### config.mk
export PLATFORM = sky130hd
export DESIGN_NAME = pbmux_port_b
export DESIGN_NICKNAME = d
export VERILOG_FILES = /design/src/hdl/pbmux_pkg.sv /design/src/hdl/pbmux_port_b.sv
export SDC_FILE = /design/constraint.sdc
export NUM_CORES = 1
export LEC_CHECK = 0
export BUFFER_PORTS_ARGS = -buffer_cell sky130_fd_sc_hd__buf_2
export CAP_MARGIN = 15
export CORE_UTILIZATION = 46
export CTS_BUF_LIST = sky130_fd_sc_hd__clkbuf_8
export CTS_CLUSTER_DIAMETER = 40
export DETAILED_ROUTE_END_ITERATION = 8
export GPL_ROUTABILITY_DRIVEN = 0
export GPL_TIMING_DRIVEN = 0
export PLACE_DENSITY = 0.82
export SYNTH_ARGS = -nofsm -noshare
export SYNTH_HDL_FRONTEND = slang
export SYNTH_SLANG_ARGS = --single-unit
### constraint.sdc
create_clock -name ref_clk -period 1.4 [get_ports ref_clk]
set_input_delay 0.28 -clock ref_clk [delete_from_list [all_inputs] [get_ports ref_clk]]
set_output_delay 0.28 -clock ref_clk [all_outputs]
set_load 0.05 [all_outputs]
### src/hdl/pbmux_pkg.sv
package pbmux_pkg;

  // ----------------------------------------------------------------
  // Port geometry
  // ----------------------------------------------------------------
  localparam int PB_WIDTH = 8;          // Pins on port B

  // ----------------------------------------------------------------
  // Pin positions of alternate functions
  // ----------------------------------------------------------------
  localparam int BIT_SDA      = 0;      // Shifter data in / two-wire data
  localparam int BIT_DOUT     = 1;      // Shifter three-wire data out
  localparam int BIT_SCK      = 2;      // Shifter clock
  localparam int BIT_OSCILLATOR_PIN_ONE    = 4;      // Oscillator pin one / clock in
  localparam int BIT_DIVIDED_CLOCK_OUT     = 5;      // Oscillator pin two / clock out
  localparam int BIT_IRQ0     = 6;      // External interrupt zero
  localparam int BIT_RESET    = 7;      // Reset / debug line

  // ----------------------------------------------------------------
  // Pin change numbering and timer steering layout
  // ----------------------------------------------------------------
  localparam int PCINT_BASE   = 8;      // First pin change source of port
  localparam int PCINT_WIDTH  = 16;     // Pin change sources seen by block
  localparam int STEER_WIDTH  = 8;      // Steering bits in control reg D
  localparam int STEER_A_BASE = 0;      // Channel A bits U..X
  localparam int STEER_B_BASE = 4;      // Channel B bits U..X

  // ----------------------------------------------------------------
  // Reset values
  // ----------------------------------------------------------------
  localparam logic [7:0] PB_RST  = 8'h00; // Port bus reset value
  localparam logic [15:0] PC_RST = 16'h0000; // Pin change reset value
  localparam logic       BIT_RST = 1'b0;  // Single bit reset value
  localparam logic       BIT_ONE = 1'b1;  // Single bit set value

endpackage

### src/hdl/pbmux_port_b.sv
`timescale 1ns/1ns
// Notes on behaviour
// - Each pin feeds pin change sources 8..15, bit 7 not while reset pin
// - Timer outputs need pin direction set
// - Channel A even bits, B odd, steered
// - Reset fuse programmed: bit 7 plain I/O
// - Reset fuse unprogrammed: bit 7 resets
// - Reset pin reads direction, data, input 0
// - Debug fuse, lock bits clear: reset pin open-drain with pull-up
// - Bit 6 sources external interrupt zero
// - Clock fuse drives divided clock bit 5
// - Clock output continues during reset
// - Oscillator pin two blocks bit 5 I/O
// - Bit 4 oscillator input except RC
// - Clock pin bit 4 reads all 0
// - Bit 2 is shifter clock input
// - Bit 0 data in or two-wire data
// - Three-wire data out replaces bit 1 data
// - Bit 1 pull-up kept when input
// - Two-wire bit 2 output forced low
module pbmux_port_b #(
  parameter int WIDTH = pbmux_pkg::PB_WIDTH  // Port width
) (
  input  wire logic             ref_clk,     // System clock
  input  wire logic             sys_rst,     // Sync reset, high
  input  wire logic             clk_en,      // Freezes state when low
  input  wire logic [WIDTH-1:0] port_dir,    // Direction bits
  input  wire logic [WIDTH-1:0] port_data,   // Data bits
  input  wire logic             pullup_off,  // Global pull-up disable
  input  wire logic [WIDTH-1:0] pin_in,      // Pad input levels
  input  wire logic [7:0]       timer1_control_d, // Steering bits
  input  wire logic             timer1_chan_a,    // Compare output A
  input  wire logic             timer1_chan_b,    // Compare output B
  input  wire logic             reset_pin_disable_fuse, // Programmed high
  input  wire logic             debug_line_enable_fuse, // Programmed high
  input  wire logic             lock_bits_programmed,   // Lock active
  input  wire logic             debug_line_drive_low,   // Debug pulls low
  input  wire logic             clock_output_fuse,      // Programmed high
  input  wire logic             divided_clock_out,      // Divided clock
  input  wire logic             oscillator_pin_two_used, // Crystal on b5
  input  wire logic             oscillator_pin_one_used, // Not RC clock
  input  wire logic             shifter_three_wire_active, // 3-wire mode
  input  wire logic             shifter_two_wire_active,   // 2-wire mode
  input  wire logic             shifter_pin_position_select, // 1=alt pos
  input  wire logic             shifter_data_out,     // Shifter out bit
  input  wire logic             shifter_scl_hold,     // Clock stretch
  output logic [WIDTH-1:0]      pin_out,     // Pad output value
  output logic [WIDTH-1:0]      pin_oe,      // Pad drive enable
  output logic [WIDTH-1:0]      pin_pullup,  // Pad pull-up enable
  output logic [WIDTH-1:0]      read_dir,    // Direction read-back
  output logic [WIDTH-1:0]      read_data,   // Data read-back
  output logic [WIDTH-1:0]      read_pin,    // Input read-back
  output logic [15:0]           pin_change_src, // Sources 8..15 upper
  output logic                  external_irq_zero, // Interrupt input
  output logic                  shifter_clock_in,  // Shifter clock
  output logic                  shifter_serial_in, // Shifter data in
  output logic                  reset_request,     // Pin reset level
  output logic                  debug_line_in      // Debug line level
);

  // ----------------------------------------------------------------
  // State
  // ----------------------------------------------------------------
  typedef struct packed {
    logic [WIDTH-1:0] pin_out;       // Registered pad value
    logic [WIDTH-1:0] pin_oe;        // Registered pad enable
    logic [WIDTH-1:0] pin_pullup;    // Registered pull-up
    logic [WIDTH-1:0] read_dir;      // Registered dir read-back
    logic [WIDTH-1:0] read_data;     // Registered data read-back
    logic [WIDTH-1:0] read_pin;      // Registered pin read-back
    logic [15:0]      pcint;         // Pin change sources
    logic             irq0;          // External interrupt zero
    logic             sck;           // Shifter clock in
    logic             sdi;           // Shifter data in
    logic             rst_req;       // Reset request
    logic             dbg_in;        // Debug line in
  } pbmux_state_t;

  pbmux_state_t state;               // Current state
  pbmux_state_t next_state;          // Next state

  localparam logic BIT_ZERO = pbmux_pkg::BIT_RST;  // Cleared bit
  localparam logic BIT_ONE  = pbmux_pkg::BIT_ONE;  // Set bit

  // ----------------------------------------------------------------
  // Mode decode
  // ----------------------------------------------------------------
  logic reset_pin_mode;              // Bit 7 owned by reset
  logic debug_mode;                  // Bit 7 is debug line
  logic b4_clock;                    // Bit 4 is clock pin
  logic b5_clock;                    // Bit 5 owned by clock logic
  logic two_wire_dflt;               // Two-wire at default position
  logic three_wire_dflt;             // Three-wire at default position
  logic [WIDTH-1:0] steer;           // Per-pin timer steering
  logic [WIDTH-1:0] timer_val;       // Per-pin timer value

  assign reset_pin_mode = !reset_pin_disable_fuse;
  assign debug_mode = debug_line_enable_fuse && !lock_bits_programmed
                      && reset_pin_mode;
  assign b4_clock = oscillator_pin_one_used;
  assign b5_clock = oscillator_pin_two_used;
  assign two_wire_dflt = shifter_two_wire_active
                         && !shifter_pin_position_select;
  assign three_wire_dflt = shifter_three_wire_active
                           && !shifter_pin_position_select;

  // Even pins take channel A steering, odd pins channel B
  always_comb
  begin
    steer = '0;
    timer_val = '0;
    for (int i = 0; i < WIDTH; i++)
    begin
      if (i % 2 == 0)
      begin
        steer[i] = timer1_control_d[pbmux_pkg::STEER_A_BASE + i / 2];
        timer_val[i] = timer1_chan_a;
      end
      else
      begin
        steer[i] = timer1_control_d[pbmux_pkg::STEER_B_BASE + i / 2];
        timer_val[i] = timer1_chan_b;
      end
    end
  end

  // ----------------------------------------------------------------
  // Next state
  // ----------------------------------------------------------------
  always_comb
  begin
    next_state = state;
    if (clk_en)
    begin
      // Plain port behaviour by default
      for (int i = 0; i < WIDTH; i++)
      begin
        next_state.pin_oe[i] = port_dir[i];
        next_state.pin_out[i] = port_data[i];
        next_state.pin_pullup[i] = !port_dir[i] && port_data[i]
                                   && !pullup_off;
        // Timer output only on output pins
        if (steer[i] && port_dir[i])
        begin
          next_state.pin_out[i] = timer_val[i];
        end
      end
      next_state.read_dir = port_dir;
      next_state.read_data = port_data;
      next_state.read_pin = pin_in;

      // Bit 1: three-wire data out replaces data value
      if (three_wire_dflt)
      begin
        next_state.pin_out[pbmux_pkg::BIT_DOUT] = shifter_data_out;
        // Pull-up left as the plain rule computed it
        next_state.pin_pullup[pbmux_pkg::BIT_DOUT] =
          !port_dir[pbmux_pkg::BIT_DOUT] && port_data[pbmux_pkg::BIT_DOUT]
          && !pullup_off;
      end

      // Bit 2: two-wire clock, held low when driven
      if (two_wire_dflt)
      begin
        next_state.pin_oe[pbmux_pkg::BIT_SCK] =
          (shifter_scl_hold || port_data[pbmux_pkg::BIT_SCK])
          && port_dir[pbmux_pkg::BIT_SCK];
        if (port_dir[pbmux_pkg::BIT_SCK])
        begin
          next_state.pin_out[pbmux_pkg::BIT_SCK] = BIT_ZERO;
        end
      end

      // Bit 0: two-wire data, open-drain style
      if (two_wire_dflt)
      begin
        next_state.pin_oe[pbmux_pkg::BIT_SDA] =
          (!shifter_data_out || port_data[pbmux_pkg::BIT_SDA])
          && port_dir[pbmux_pkg::BIT_SDA];
        if (port_dir[pbmux_pkg::BIT_SDA])
        begin
          next_state.pin_out[pbmux_pkg::BIT_SDA] = BIT_ZERO;
        end
      end

      // Bit 4: clock pin, no I/O, reads zero
      if (b4_clock)
      begin
        next_state.pin_oe[pbmux_pkg::BIT_OSCILLATOR_PIN_ONE] = BIT_ZERO;
        next_state.pin_pullup[pbmux_pkg::BIT_OSCILLATOR_PIN_ONE] = BIT_ZERO;
        next_state.read_dir[pbmux_pkg::BIT_OSCILLATOR_PIN_ONE] = BIT_ZERO;
        next_state.read_data[pbmux_pkg::BIT_OSCILLATOR_PIN_ONE] = BIT_ZERO;
        next_state.read_pin[pbmux_pkg::BIT_OSCILLATOR_PIN_ONE] = BIT_ZERO;
      end

      // Bit 5: crystal pin or divided clock out
      if (b5_clock)
      begin
        next_state.pin_oe[pbmux_pkg::BIT_DIVIDED_CLOCK_OUT] = BIT_ZERO;
        next_state.pin_pullup[pbmux_pkg::BIT_DIVIDED_CLOCK_OUT] = BIT_ZERO;
      end
      else if (clock_output_fuse)
      begin
        next_state.pin_oe[pbmux_pkg::BIT_DIVIDED_CLOCK_OUT] = BIT_ONE;
        next_state.pin_out[pbmux_pkg::BIT_DIVIDED_CLOCK_OUT] = divided_clock_out;
        next_state.pin_pullup[pbmux_pkg::BIT_DIVIDED_CLOCK_OUT] = BIT_ZERO;
      end

      // Bit 7: reset or debug line
      if (reset_pin_mode)
      begin
        next_state.pin_oe[pbmux_pkg::BIT_RESET] =
          debug_mode && debug_line_drive_low;
        next_state.pin_out[pbmux_pkg::BIT_RESET] = BIT_ZERO;
        next_state.pin_pullup[pbmux_pkg::BIT_RESET] = BIT_ONE;
        next_state.read_dir[pbmux_pkg::BIT_RESET] = BIT_ZERO;
        next_state.read_data[pbmux_pkg::BIT_RESET] = BIT_ZERO;
        next_state.read_pin[pbmux_pkg::BIT_RESET] = BIT_ZERO;
      end

      // Inputs to other blocks
      next_state.pcint = pbmux_pkg::PC_RST;
      next_state.pcint[pbmux_pkg::PCINT_BASE +: WIDTH] = pin_in;
      if (reset_pin_mode)
      begin
        next_state.pcint[pbmux_pkg::PCINT_BASE + pbmux_pkg::BIT_RESET] =
          BIT_ZERO;
      end
      next_state.irq0 = pin_in[pbmux_pkg::BIT_IRQ0];
      next_state.sck = pin_in[pbmux_pkg::BIT_SCK];
      next_state.sdi = pin_in[pbmux_pkg::BIT_SDA];
      next_state.rst_req = reset_pin_mode && !debug_mode
                           && !pin_in[pbmux_pkg::BIT_RESET];
      next_state.dbg_in = debug_mode && pin_in[pbmux_pkg::BIT_RESET];
    end
  end

  // ----------------------------------------------------------------
  // Register; clock output keeps running through reset
  // ----------------------------------------------------------------
  always_ff @(posedge ref_clk)
  begin
    if (sys_rst)
    begin
      state <= '0;
      if (clock_output_fuse && !oscillator_pin_two_used)
      begin
        state.pin_oe[pbmux_pkg::BIT_DIVIDED_CLOCK_OUT] <= BIT_ONE;
        state.pin_out[pbmux_pkg::BIT_DIVIDED_CLOCK_OUT] <= divided_clock_out;
      end
    end
    else
    begin
      state <= next_state;
    end
  end

  // ----------------------------------------------------------------
  // Outputs
  // ----------------------------------------------------------------
  assign pin_out = state.pin_out;
  assign pin_oe = state.pin_oe;
  assign pin_pullup = state.pin_pullup;
  assign read_dir = state.read_dir;
  assign read_data = state.read_data;
  assign read_pin = state.read_pin;
  assign pin_change_src = state.pcint;
  assign external_irq_zero = state.irq0;
  assign shifter_clock_in = state.sck;
  assign shifter_serial_in = state.sdi;
  assign reset_request = state.rst_req;
  assign debug_line_in = state.dbg_in;
endmodule

==> impl_metrics.py <==
metrics = {
    "run_status": {
        "status": "finished, final reports clean",
    },
    "finish": {
        "multi_input_area_sq_um": 1020,
        "fillCellCount": 420,
        "n_antenna_cell": 0,
        "seq_area_sq_um": 961,
        "nNetsFinal": 411,
        "design_area_sq_um": 2980,
        "drive_gt1_share_pct": 43.8,
        "areaGrowthSynthToFinish_pct": 32.5,
    },
    "power": {
        "p_leak_nw": 1.53,
        "finalPower_mw": 3.11,
        "powerDensity_nw_per_um2": 1040,
        "worst_ir_drop_vdd_mv": 0.812,
    },
    "logic_synthesis": {
        "synth_compound_area_share_pct": 11.0,
        "synth_cell_type_count": 39,
        "synthAdderAreaFrac_pct": 0,
        "ys_seq_elements": 47,
        "synth_mux_area_share_pct": 11.1,
        "synth_xor_area_share_pct": 0,
        "synth-simple-area-share_pct": 21.8,
        "synth_area_sq_um": 2250,
        "synth_warnings": 0,
        "yosysSeqAreaShare_pct": 42.7,
        "syn_avg_cell_area_sq_um": 9.46,
        "synth_top_family_by_area": "simple AND/OR/NAND/NOR gates",
        "netlist_instances": 238,
    },
    "cts": {
        "insertion_delay_ns": 0.30,
        "cts_buffers": 5,
        "cts_tree": "built",
        "post_cts_buffers": 0,
        "cts_resized": 0,
        "cts_sinks": 47,
        "root_buffer": "clkbuf_8",
        "htree_num_levels": 2,
        "clkTransAtPathRegs_ns": 0.08,
        "clockBufferDepth": 2,
        "cts_hold_buf": 0,
    },
    "timing": {
        "worst_pin_slew_ns": 0.523,
        "finClkSkew_ns": 0,
        "rsz0062_at_grt": "no",
        "fmax_mhz": 747,
        "fin_crit_sh_pct": 95.6,
        "drv_slew": 0,
        "setup_viol": 0,
        "max-slew-margin-rel_pct": 65.2,
        "holdWs_ns": 0.222,
        "hold_viol": 0,
        "period_needed_ns": 1.34,
        "fin_setup_tns_ns": 0,
    },
    "global_route": {
        "grt_antenna_before_repair": 0,
        "grt_max_degree": 14,
        "grt_pass1_vias": 1881,
        "grt_pass1_wl_mm": 9.09,
        "grt_use_total_pct": 23.1,
        "overflow": 0,
    },
    "critical_path": {
        "crit_family": "flip-flops",
        "crit_type": "reg -> out",
        "required_ns": 1.12,
        "path_cells": "buf_4 > buf_2",
        "arrival_ns": 1.06,
        "cp_num_buf_inv": 2,
        "slowest_delay_ns": 0.39,
        "critPathSlowestCell": "dfxtp_1",
        "crit_path_end_kind": "output port",
        "crit_fanout": 4,
        "cp-start-kind": "flop",
    },
    "routing": {
        "vias": 2058,
        "viasPerCell": 4.81,
        "ant_nets": 0,
        "drc_errors": 0,
        "drtIter0Drc": 74,
        "drt-total-wl_mm": 5.94,
        "wire_per_inst_um": 13.9,
        "drtPass1Iterations": 4,
    },
    "floorplan": {
        "die_width_um": 72.0,
        "boundaryPins": 120,
        "core_area_sq_um": 4720,
        "std_cell_rows": 25,
        "die_area_sq_um": 5180,
        "dieHeight_um": 72.0,
        "start_util_pct": 47.7,
    },
    "placement": {
        "port_buffers": 108,
        "dpl_cell_area_sq_um": 2900,
        "hpwl_mm": 4.45,
    },
    "hold_path": {
        "worst_hold_path_type": "in -> reg",
    },
    "run": {
        "drv_cap": 0,
    },
}
## power breakdown
part / switching (mW) / internal (mW)
logic: 0.614 / 0.274
registers: 0.0369 / 1.42
clock network: 0.434 / 0.337
## through the flow
stage	std cells	util, %	setup slack (ns)
floorplan	245	-	0.188
finish	428	63.2	0.0622
global route	428	63.2	0.0177
CTS	428	63.2	0.0441
detailed placement	420	61.4	0.216
global placement	420	61.4	0.227
## tightest hold or removal path: stages
cell,delay [ns]
buf_2,0.07
mux2i_1,0.06
nor2_1,0.07
## logic make-up (layout without fill, tap and decap cells)
family / count (synthesis) / in the layout
AOI/OAI and AO/OA: 32 / 32
buffers and inverters: 40 / 156
DFF: 47 / 47
muxes: 25 / 25
other: 1 / 8
and+or+nand+nor: 93 / 93
## cells in the final DEF (no fill, tap or decap), drive strengths merged, types with 2 or more instances in the layout
cell,n
nor3,2
nand3,14
a41oi,2
inv,6
dfxtp,45
nand2b,21
nand2,10
o311ai,3
a21oi,17
clkbuf,8
a311oi,2
edfxtp,2
nor2b,2
mux2i,25
nor2,32
nand3b,5
buf,141
conb,8
nor3b,3
## path summary, 6_finish.rpt
check,depth (start not counted),from,slack (ns),end
max reg2reg,3,pin_out[1]$_SDFFE_PP0P_,0.57,pin_out[1]$_SDFFE_PP0P_
max,2,read_pin[2]$_SDFFE_PP0P_,0.06,pin_change_src[10]
min,3,pin_in[5],0.22,read_pin[5]$_SDFFE_PP0P_
min reg2reg,2,debug_line_in$_SDFFE_PP0P_,0.47,debug_line_in$_SDFFE_PP0P_
## state kept, by name, summed over array words and instances, names as in the netlist
name            cells
pin_out             8
pin_pullup          8
debug_line_in       1
reset_request       1
read_data           8
pin_change_src      1
read_dir            4
read_pin            8
pin_oe              8
## synth_stat cells (all sizes together)
cell | number | area [sq um]
inv | 4 | 15.0
a41oi | 2 | 17.5
a21oi | 17 | 85.1
nor2b | 2 | 12.5
o2111ai | 1 | 8.76
nor4 | 1 | 6.26
o31ai | 1 | 7.51
nand2b | 21 | 139
nand3 | 14 | 70.1
and3 | 1 | 6.26
o21ai | 1 | 5.00
a21boi | 1 | 7.51
conb | 1 | 3.75
edfxtp | 2 | 60.1
o32ai | 1 | 16.3
dfxtp | 45 | 901
clkbuf | 3 | 11.3
nor4b | 1 | 15.0
a211oi | 1 | 12.5
a31oi | 1 | 6.26
nand2 | 10 | 40.0
a311oi | 2 | 30.0
nor3 | 2 | 10.0
nand3b | 5 | 37.5
nor3b | 3 | 27.5
nand4 | 1 | 6.26
o41ai | 1 | 16.3
nor2 | 32 | 120
buf | 33 | 273
mux2i | 25 | 250
o311ai | 3 | 33.8
## layout make-up
class	instances	share of cell area, %
buffer	36	9.52
clock buffer	5	2.31
clock inverter	3	0.419
inverter	4	0.503
multi-input combinational	158	34.1
sequential	47	32.2
tap	67	2.81
timing repair buffer	108	18.1
## per-layer routing
layer  GRT usage [%]  part of all wire, %  wire length (um)
met4            5.45                 0.64                38
met5               0                    0                 0
met1            28.3                   43              2550
met3            6.11                  7.6               450
met2            40.5                   49              2900
(Power assumes the default switching activity.)
